<file path="src/verilog/cepc_pkg.sv">
// Constants shared by the channel enable and power configuration block.
package cepc_pkg;

	// ------------------------------------------------------------
	// Register map
	// ------------------------------------------------------------
	localparam int unsigned CEPC_ADDR_W = 8;
	localparam int unsigned CEPC_DATA_W = 8;
	localparam logic [7:0] CEPC_ADDR_IN_EN = 8'h73;
	localparam logic [7:0] CEPC_ADDR_OUT_EN = 8'h74;
	localparam logic [7:0] CEPC_ADDR_POWER_CONFIGURATION = 8'h75;
	localparam logic [7:0] CEPC_ADDR_PWR_STS = 8'h76;

	// ------------------------------------------------------------
	// Reset values
	// ------------------------------------------------------------
	localparam logic [7:0] CEPC_RST_IN_EN = 8'hF0;
	localparam logic [7:0] CEPC_RST_OUT_EN = 8'h00;
	localparam logic [7:0] CEPC_RST_POWER_CONFIGURATION = 8'h00;

	// ------------------------------------------------------------
	// Power configuration fields
	// ------------------------------------------------------------
	localparam int unsigned CEPC_MIC_BIAS_BIT = 7;
	localparam int unsigned CEPC_CONV_BIT = 6;
	localparam int unsigned CEPC_SYNTH_BIT = 5;
	localparam int unsigned CEPC_DYN_BIT = 4;
	localparam int unsigned CEPC_RANGE_HI = 3;
	localparam int unsigned CEPC_RANGE_LO = 2;
	localparam logic [7:0] CEPC_POWER_CONFIGURATION_WMASK = 8'hFC;

	// Channel masks per range select value; bit 7 is channel 1.
	localparam logic [7:0] CEPC_RANGE_CH2 = 8'hC0;
	localparam logic [7:0] CEPC_RANGE_CH4 = 8'hF0;
	localparam logic [7:0] CEPC_RANGE_CH6 = 8'hFC;
	localparam logic [7:0] CEPC_RANGE_CH8 = 8'hFF;

	// Channels 5 to 8 accept digital microphone sources only.
	localparam logic [7:0] CEPC_PDM_ONLY_MASK = 8'h0F;

endpackage

</file>
<file path="src/verilog/cepc_chan_pwr.sv">
// Power state of one converter channel.
`timescale 1ns/1ps
`default_nettype none
module cepc_chan_pwr (
	input wire logic sys_clk_i,
	input wire logic srst_i,
	input wire logic conv_on_i,
	input wire logic dyn_mode_i,
	input wire logic in_range_i,
	input wire logic enable_i,
	input wire logic recording_i,
	output logic powered_o
);
	logic powered_q;
	logic powered_d;
	logic may_change;

	// Outside dynamic mode a running recording freezes every channel, so
	// an enable change only lands once all channels have gone quiet.
	assign may_change = (dyn_mode_i && in_range_i) || !recording_i;
	assign powered_d = !conv_on_i ? 1'b0 :
		(may_change ? enable_i : powered_q);
	assign powered_o = powered_q;

	always_ff @(posedge sys_clk_i) begin
		if (srst_i) begin
			powered_q <= 1'b0;
		end else begin
			powered_q <= powered_d;
		end
	end

	property p_off_when_conv_off;
		@(posedge sys_clk_i) disable iff (srst_i)
			!conv_on_i |=> !powered_o;
	endproperty
	a_off_when_conv_off: assert property (p_off_when_conv_off)
		else $error("Channel stayed powered with converter off.");

	property p_frozen;
		@(posedge sys_clk_i) disable iff (srst_i)
			conv_on_i && !dyn_mode_i && recording_i |=> $stable(powered_o);
	endproperty
	a_frozen: assert property (p_frozen)
		else $error("Channel power changed during recording.");

	property p_dynamic;
		@(posedge sys_clk_i) disable iff (srst_i)
			conv_on_i && dyn_mode_i && in_range_i |=>
			powered_o == $past(enable_i);
	endproperty
	a_dynamic: assert property (p_dynamic)
		else $error("Dynamic channel did not follow its enable.");

endmodule
`default_nettype wire

</file>
<file path="src/verilog/cepc_top.sv">
// Channel enable, output slot enable and power configuration registers.
`timescale 1ns/1ps
`default_nettype none
module cepc_top (
	input wire logic sys_clk_i,
	input wire logic srst_i,
	input wire logic reg_wr_i,
	input wire logic reg_rd_i,
	input wire logic [cepc_pkg::CEPC_ADDR_W-1:0] reg_addr_i,
	input wire logic [cepc_pkg::CEPC_DATA_W-1:0] reg_wdata_i,
	output logic [cepc_pkg::CEPC_DATA_W-1:0] reg_rdata_o,
	input wire logic [2:0] slot_index_i,
	input wire logic slot_data_i,
	output logic sdout_o,
	output logic sdout_oe_o,
	output logic mic_bias_power_up_o,
	output logic converter_power_up_o,
	output logic freq_synth_power_up_o,
	output logic [7:0] channel_power_o
);
	import cepc_pkg::*;

	// ------------------------------------------------------------
	// Registers
	// ------------------------------------------------------------
	logic [7:0] in_en_q;
	logic [7:0] out_en_q;
	logic [7:0] power_configuration_q;
	logic [7:0] rdata_q;
	logic [7:0] rdata_d;
	logic sdout_q;
	logic sdout_oe_q;
	logic [7:0] ch_pwr;
	logic [7:0] range_mask;
	logic [1:0] range_sel;
	logic wr_in_en;
	logic wr_out_en;
	logic wr_power_configuration;
	logic recording;
	logic slot_on;

	assign wr_in_en = reg_wr_i && (reg_addr_i == CEPC_ADDR_IN_EN);
	assign wr_out_en = reg_wr_i && (reg_addr_i == CEPC_ADDR_OUT_EN);
	assign wr_power_configuration = reg_wr_i && (reg_addr_i == CEPC_ADDR_POWER_CONFIGURATION);

	always_ff @(posedge sys_clk_i) begin
		if (srst_i) begin
			in_en_q <= CEPC_RST_IN_EN;
			out_en_q <= CEPC_RST_OUT_EN;
			power_configuration_q <= CEPC_RST_POWER_CONFIGURATION;
		end else begin
			if (wr_in_en) begin
				in_en_q <= reg_wdata_i;
			end
			if (wr_out_en) begin
				out_en_q <= reg_wdata_i;
			end
			if (wr_power_configuration) begin
				power_configuration_q <= reg_wdata_i & CEPC_POWER_CONFIGURATION_WMASK;
			end
		end
	end

	// ------------------------------------------------------------
	// Read path
	// ------------------------------------------------------------
	// Unmapped addresses read as zero so a stray read is harmless.
	assign rdata_d = !reg_rd_i ? rdata_q :
		(reg_addr_i == CEPC_ADDR_IN_EN) ? in_en_q :
		(reg_addr_i == CEPC_ADDR_OUT_EN) ? out_en_q :
		(reg_addr_i == CEPC_ADDR_POWER_CONFIGURATION) ? power_configuration_q :
		(reg_addr_i == CEPC_ADDR_PWR_STS) ? ch_pwr : 8'h00;

	always_ff @(posedge sys_clk_i) begin
		if (srst_i) begin
			rdata_q <= 8'h00;
		end else begin
			rdata_q <= rdata_d;
		end
	end
	assign reg_rdata_o = rdata_q;

	// ------------------------------------------------------------
	// Power control
	// ------------------------------------------------------------
	assign mic_bias_power_up_o = power_configuration_q[CEPC_MIC_BIAS_BIT];
	assign converter_power_up_o = power_configuration_q[CEPC_CONV_BIT];
	assign freq_synth_power_up_o = power_configuration_q[CEPC_SYNTH_BIT];
	assign range_sel = power_configuration_q[CEPC_RANGE_HI:CEPC_RANGE_LO];
	assign range_mask = (range_sel == 2'h0) ? CEPC_RANGE_CH2 :
		(range_sel == 2'h1) ? CEPC_RANGE_CH4 :
		(range_sel == 2'h2) ? CEPC_RANGE_CH6 : CEPC_RANGE_CH8;
	assign recording = |ch_pwr;

	genvar gi;
	generate
		for (gi = 0; gi < 8; gi++) begin : g_chan
			cepc_chan_pwr u_chan (
				.sys_clk_i(sys_clk_i),
				.srst_i(srst_i),
				.conv_on_i(power_configuration_q[CEPC_CONV_BIT]),
				.dyn_mode_i(power_configuration_q[CEPC_DYN_BIT]),
				.in_range_i(range_mask[gi]),
				.enable_i(in_en_q[gi]),
				.recording_i(recording),
				.powered_o(ch_pwr[gi])
			);
		end
	endgenerate
	assign channel_power_o = ch_pwr;

	// ------------------------------------------------------------
	// Serial output slot drive
	// ------------------------------------------------------------
	// Slot 0 carries channel 1, which sits in bit 7 of the enables.
	assign slot_on = out_en_q[3'd7 - slot_index_i];

	always_ff @(posedge sys_clk_i) begin
		if (srst_i) begin
			sdout_q <= 1'b0;
			sdout_oe_q <= 1'b0;
		end else begin
			sdout_q <= slot_on ? slot_data_i : 1'b0;
			sdout_oe_q <= slot_on;
		end
	end
	assign sdout_o = sdout_q;
	assign sdout_oe_o = sdout_oe_q;

	// ------------------------------------------------------------
	// Assertions
	// ------------------------------------------------------------
	property p_in_en_reset;
		@(posedge sys_clk_i) srst_i |=> in_en_q == CEPC_RST_IN_EN;
	endproperty
	a_in_en_reset: assert property (p_in_en_reset)
		else $error("Input enables not at reset value.");

	property p_slot_drive;
		@(posedge sys_clk_i) disable iff (srst_i)
			1'b1 |=> sdout_oe_o == $past(out_en_q[3'd7 - slot_index_i]);
	endproperty
	a_slot_drive: assert property (p_slot_drive)
		else $error("Slot drive does not match its enable.");

	property p_slots_reset;
		@(posedge sys_clk_i)
			srst_i ##1 !srst_i |-> !sdout_oe_o && out_en_q == 8'h00;
	endproperty
	a_slots_reset: assert property (p_slots_reset)
		else $error("Output slot driven after reset.");

	property p_bias;
		@(posedge sys_clk_i) disable iff (srst_i)
			wr_power_configuration |=>
			mic_bias_power_up_o == $past(reg_wdata_i[CEPC_MIC_BIAS_BIT])
			&& freq_synth_power_up_o == $past(reg_wdata_i[CEPC_SYNTH_BIT]);
	endproperty
	a_bias: assert property (p_bias)
		else $error("Bias or synthesizer control missed a write.");

	property p_only_enabled;
		@(posedge sys_clk_i) disable iff (srst_i)
			converter_power_up_o && !recording |=> ch_pwr == $past(in_en_q);
	endproperty
	a_only_enabled: assert property (p_only_enabled)
		else $error("Powered channels differ from enables.");

	// Each step of the select adds two channels below channel 1.
	property p_range;
		@(posedge sys_clk_i) disable iff (srst_i)
			range_mask == ~(8'h3F >> {range_sel, 1'b0});
	endproperty
	a_range: assert property (p_range)
		else $error("Range mask does not match the selected range.");

	property p_low_zero;
		@(posedge sys_clk_i) disable iff (srst_i)
			power_configuration_q[1:0] == 2'h0;
	endproperty
	a_low_zero: assert property (p_low_zero)
		else $error("Reserved power bits not zero.");

	property p_status_read;
		@(posedge sys_clk_i) disable iff (srst_i)
			reg_rd_i && reg_addr_i == CEPC_ADDR_PWR_STS |=>
			reg_rdata_o == $past(ch_pwr);
	endproperty
	a_status_read: assert property (p_status_read)
		else $error("Status read does not show channel power.");

	// A converter clear or a switch to dynamic mode right after the write
	// may legally move the channels, so the hold is only owed without one.
	property p_defer;
		@(posedge sys_clk_i) disable iff (srst_i)
			converter_power_up_o && !power_configuration_q[CEPC_DYN_BIT] && recording
			&& wr_in_en |=> (converter_power_up_o
			&& !power_configuration_q[CEPC_DYN_BIT] |=> $stable(ch_pwr));
	endproperty
	a_defer: assert property (p_defer)
		else $error("Enable change applied during recording.");

	c_power_up: cover property (@(posedge sys_clk_i) disable iff (srst_i)
		!recording ##1 recording);
	c_dynamic: cover property (@(posedge sys_clk_i) disable iff (srst_i)
		power_configuration_q[CEPC_DYN_BIT] && recording && $changed(ch_pwr));
	c_slot: cover property (@(posedge sys_clk_i) disable iff (srst_i)
		sdout_oe_o && sdout_o);
	c_status: cover property (@(posedge sys_clk_i) disable iff (srst_i)
		reg_rd_i && reg_addr_i == CEPC_ADDR_PWR_STS && recording);

endmodule
`default_nettype wire

</file>
<file path="config.mk">
export PLATFORM = sky130hd
export DESIGN_NAME = cepc_top
export DESIGN_NICKNAME = d
export VERILOG_FILES = /design/src/verilog/cepc_pkg.sv /design/src/verilog/cepc_chan_pwr.sv /design/src/verilog/cepc_top.sv
export SDC_FILE = /design/constraint.sdc
export NUM_CORES = 1
export LEC_CHECK = 0
export ABC_AREA = 1
export BUFFER_PORTS_ARGS = -buffer_cell sky130_fd_sc_hd__buf_2
export CORE_ASPECT_RATIO = 0.6
export CORE_MARGIN = 3
export CORE_UTILIZATION = 30
export CTS_CLUSTER_SIZE = 10
export DETAILED_ROUTE_END_ITERATION = 16
export HOLD_SLACK_MARGIN = 0.03
export SLEW_MARGIN = 10
export SYNTH_ARGS = -nofsm -noshare
export SYNTH_HDL_FRONTEND = slang
export SYNTH_SLANG_ARGS = --single-unit
</file>
<file path="constraint.sdc">
create_clock -name sys_clk_i -period 1.93 [get_ports sys_clk_i]
set_clock_uncertainty 0.05 [all_clocks]
set_input_delay 0.193 -clock sys_clk_i [delete_from_list [all_inputs] [get_ports sys_clk_i]]
set_output_delay 0.193 -clock sys_clk_i [all_outputs]
set_load 0.005 [all_outputs]
</file>
==> impl_metrics.prom <==
# TYPE chip_impl_metric gauge
chip_impl_metric{name="gr-total-overflow",unit=""} 0
chip_impl_metric{name="layout-area-overhead-vs-synth",unit="%"} 16.8
chip_impl_metric{name="final-max-slew-violation-count",unit=""} 0
chip_impl_info{name="post-synth-top-count-cell",value="sky130_fd_sc_hd__nand2_1"} 1
chip_impl_metric{name="synth_edf_count",unit=""} 0
chip_impl_metric{name="design.die.area",unit="um^2"} 7890
chip_impl_metric{name="power_leakage",unit="nW"} 1.17
chip_impl_metric{name="grt_start_max_net_pins",unit=""} 25
chip_impl_metric{name="hold_viol_final",unit=""} 0
chip_impl_metric{name="totalWireLength",unit="mm"} 5.52
chip_impl_info{name="rsz0062_at_grt",value="false"} 1
chip_impl_metric{name="final.fill_count",unit=""} 679
chip_impl_metric{name="die_height",unit="um"} 70.0
chip_impl_metric{name="syn_area",unit="um^2"} 2050
chip_impl_metric{name="diodes",unit=""} 0
chip_impl_metric{name="share_comb_of_total_power",unit="%"} 7.0
chip_impl_metric{name="layout.core_utilization",unit="%"} 37.6
chip_impl_metric{name="htree_depth",unit=""} 2
chip_impl_metric{name="final.period_utilization",unit="%"} 79.4
chip_impl_metric{name="vias_in_the_first_global_route",unit=""} 1767
chip_impl_metric{name="worstMarginPinSlew",unit="ns"} 0.615
chip_impl_metric{name="period_minus_slack",unit="ns"} 1.53
chip_impl_metric{name="fmax",unit="MHz"} 652
chip_impl_metric{name="cell_internal_pwr",unit="mW"} 1.35
chip_impl_metric{name="grt_pass1_wl",unit="mm"} 9.04
chip_impl_metric{name="number_of_standard_cells_in_the_layout_taps_in_and_fillers_out",unit=""} 406
chip_impl_metric{name="drv_cap",unit=""} 0
chip_impl_info{name="worst-setup-path-type",value="reg2reg"} 1
chip_impl_metric{name="synth.lib_cells_used.distinct",unit=""} 25
chip_impl_metric{name="globalRouteTotalUtil",unit="%"} 14.3
chip_impl_metric{name="die_w",unit="um"} 113
chip_impl_metric{name="timing.critical_path.required",unit="ns"} 2.06
chip_impl_metric{name="number_of_buffers_inserted_for_hold_repair_after_clock_tree_synthesis",unit=""} 0
chip_impl_metric{name="drcViolationCount",unit=""} 0
chip_impl_metric{name="timing.final.ws_setup",unit="ns"} 0.397
chip_impl_metric{name="first_drt_pass_iteration_count",unit=""} 4
chip_impl_metric{name="synthArstFlopShare",unit="%"} 0
chip_impl_metric{name="p_switching",unit="mW"} 0.411
chip_impl_info{name="setup.worst_path.end_class",value="flop"} 1
chip_impl_metric{name="clock_power_share",unit="%"} 45.7
chip_impl_metric{name="placement.io_buffers",unit=""} 44
chip_impl_info{name="critical_path.cell_chain",value="nor2_1 -> nand3_1 -> nor2_1 -> buf_4 -> nor2_1 -> o21ai_0 -> nor2_1"} 1
chip_impl_metric{name="via_count",unit=""} 1961
chip_impl_metric{name="tns",unit="ns"} 0
chip_impl_metric{name="io_pins",unit=""} 45
chip_impl_metric{name="p_seq_share",unit="%"} 47.3
chip_impl_metric{name="drt_first_iter_violations",unit=""} 109
chip_impl_metric{name="syn-instance-count",unit=""} 286
chip_impl_metric{name="drive_above_1_share",unit="%"} 21.7
chip_impl_metric{name="remaining_number_of_nets_flagged_by_the_antenna_check_after_routing",unit=""} 0
chip_impl_metric{name="post_cts_resize_count",unit=""} 0
chip_impl_metric{name="power_density",unit="nW/um^2"} 736
chip_impl_info{name="synth_ff_type",value="sky130_fd_sc_hd__dfxtp_1"} 1
chip_impl_metric{name="cp.arrival",unit="ns"} 1.66
chip_impl_info{name="cp-start-kind",value="flop"} 1
chip_impl_metric{name="mappedNetlistNets",unit=""} 310
chip_impl_info{name="critPathSlowestCell",value="sky130_fd_sc_hd__dfxtp_1"} 1
chip_impl_metric{name="critical_path_peak_fanout",unit=""} 6
chip_impl_metric{name="clkTransAtPathRegs",unit="ns"} 0.06
chip_impl_metric{name="dp_hpwl",unit="mm"} 4.31
chip_impl_metric{name="post-cts-setup-buffers",unit=""} 0
chip_impl_metric{name="power.ir.vdd_worst",unit="V"} 0.000347
chip_impl_metric{name="place.detailed.instances",unit=""} 398
chip_impl_metric{name="final-setup-viol-count",unit=""} 0
chip_impl_metric{name="worst_skew_pair.late_latency",unit="ns"} 0.28
chip_impl_metric{name="fp-row-count",unit=""} 22
chip_impl_metric{name="number_of_buffers_on_the_longest_clock_path",unit=""} 2
chip_impl_metric{name="post_synth.cell_area_avg",unit="um^2"} 7.16
chip_impl_info{name="synth.largest_area_cell",value="sky130_fd_sc_hd__dfxtp_1"} 1
chip_impl_metric{name="antenna_found_initial",unit=""} 0
chip_impl_metric{name="cts_inserted_buffers",unit=""} 5
chip_impl_metric{name="initial_utilization",unit="%"} 32.2
chip_impl_metric{name="cts.sink_count",unit=""} 40
chip_impl_metric{name="synth.yosys.warnings",unit=""} 0
chip_impl_metric{name="number_of_vias_per_cell",unit=""} 4.83
chip_impl_metric{name="yosys_reg_bits",unit=""} 40
chip_impl_metric{name="regToRegSetupSlack",unit="ns"} 0.40
chip_impl_metric{name="power_switching_share",unit="%"} 23.3
chip_impl_info{name="cp_common_cell",value="sky130_fd_sc_hd__nor2_1"} 1
chip_impl_metric{name="finalNetCount",unit=""} 345
chip_impl_info{name="synth_area_leaders",value="sky130_fd_sc_hd__dfxtp_1 39%, sky130_fd_sc_hd__nand2_1 7.9%, sky130_fd_sc_hd__nand3_1 7.3%"} 1
chip_impl_metric{name="timing.critical_path.slowest_cell_delay",unit="ns"} 0.35
chip_impl_metric{name="pre_cts_ws",unit="ns"} 0.362
chip_impl_info{name="post_synth_most_frequent_cells",value="43 x sky130_fd_sc_hd__nand2_1, 40 x sky130_fd_sc_hd__dfxtp_1, 35 x sky130_fd_sc_hd__inv_1"} 1
chip_impl_metric{name="design.core.area",unit="um^2"} 6360
chip_impl_info{name="hp-class",value="in2reg"} 1
chip_impl_metric{name="route.detailed.wl_per_inst",unit="um"} 13.6
chip_impl_info{name="result_of_the_run",value="finished clean"} 1
chip_impl_metric{name="gp_congestion",unit=""} 0.864
chip_impl_metric{name="slew_headroom",unit="%"} 58.9
chip_impl_info{name="cts_root_buf",value="sky130_fd_sc_hd__clkbuf_16"} 1
chip_impl_info{name="tritoncts",value="built"} 1
chip_impl_metric{name="synth_top_area_share",unit="%"} 39.1
chip_impl_metric{name="synth.yosys.seq_area_share",unit="%"} 39.1
==> flip-flops by register name (all words and copies together), names as in the netlist <==
| register | cells |
|---|---|
| g_chan.u_chan.powered_o | 8 |
| in_en_q | 8 |
| out_en_q | 8 |
| reg_rdata_o | 8 |
| power_configuration_q | 6 |
| sdout_o | 1 |
| sdout_oe_o | 1 |
==> stage by stage <==
stage               hold slack, ns  area (um^2)  total power, mW
floorplan                    0.269         2050            0.921
global placement             0.403         2250            0.972
detailed placement           0.409         2250            0.973
CTS                          0.122         2390             1.79
global route                 0.128         2390             1.84
finish                       0.123         2390             1.76
==> cells in the final DEF (no fill, tap or decap), types with 8 or more instances in the layout <==
cell type	netlist	routed
sky130_fd_sc_hd__inv_1	35	35
sky130_fd_sc_hd__o21ai_1	8	8
sky130_fd_sc_hd__o21ai_0	27	27
sky130_fd_sc_hd__buf_2	1	44
sky130_fd_sc_hd__dfxtp_1	40	40
sky130_fd_sc_hd__nand2_1	43	43
sky130_fd_sc_hd__nor2_1	31	31
sky130_fd_sc_hd__nand3_1	30	30
sky130_fd_sc_hd__a21oi_1	24	24
sky130_fd_sc_hd__nor3_1	8	8
==> critical path, delay by kind of cell, from the launching register on <==
family          cells  cell delay [ns]
simple gates        5             0.67
buf+inv             1             0.20
flops               1             0.35
compound gates      1             0.16
==> final cells by class <==
cell class	count	area [um^2]	share of cell area [%]
multi-input combinational	191	965	40.3
sequential	40	801	33.5
inverter	36	135	5.65
timing repair buffer	47	243	10.1
tap	84	105	4.39
clock buffer	5	125	5.23
clock inverter	3	18.8	0.785
==> routing by layer <==
layer / part of all wire, % / up-vias / track usage (%)
li1: - / 997 / -
met1: 54 / 901 / 22.8
met2: 38 / 58 / 18.0
met5: 0 / - / 0
met4: 0.65 / 0 / 3.60
met3: 7.2 / 5 / 4.16
==> power groups by stage <==
| stage | combinational, mW | sequential (mW) | clock [mW] |
|---|---|---|---|
| final | 0.122 | 0.833 | 0.805 |
| after global routing | 0.138 | 0.833 | 0.865 |
| after CTS | 0.122 | 0.833 | 0.830 |
| after detailed placement | 0.122 | 0.852 | 0 |
| after global placement | 0.120 | 0.852 | 0 |
| after floorplan | 0.0682 | 0.852 | 0 |
==> path summary, 6_finish.rpt <==
check,endpoint,startpoint,cells past startpoint
worst min register to register,reg_rdata_o[6]$_SDFFE_PP0P_,reg_rdata_o[6]$_SDFFE_PP0P_,2
worst max-delay path,g_chan[6].u_chan.powered_o$_SDFFE_PP0P_,g_chan[6].u_chan.powered_o$_SDFFE_PP0P_,7
worst max register to register,g_chan[6].u_chan.powered_o$_SDFFE_PP0P_,g_chan[6].u_chan.powered_o$_SDFFE_PP0P_,7
worst min-delay path,in_en_q[6]$_SDFFE_PP1P_,reg_wdata_i[6],3
==> cells by family after synthesis <==
group / count (synthesis) / synth area share (%)
buf+inv: 55 / 13.8
simple gates: 123 / 29.1
compound gates: 68 / 18.0
flops: 40 / 39.1
No activity file was read; power rests on OpenSTA's default activity.
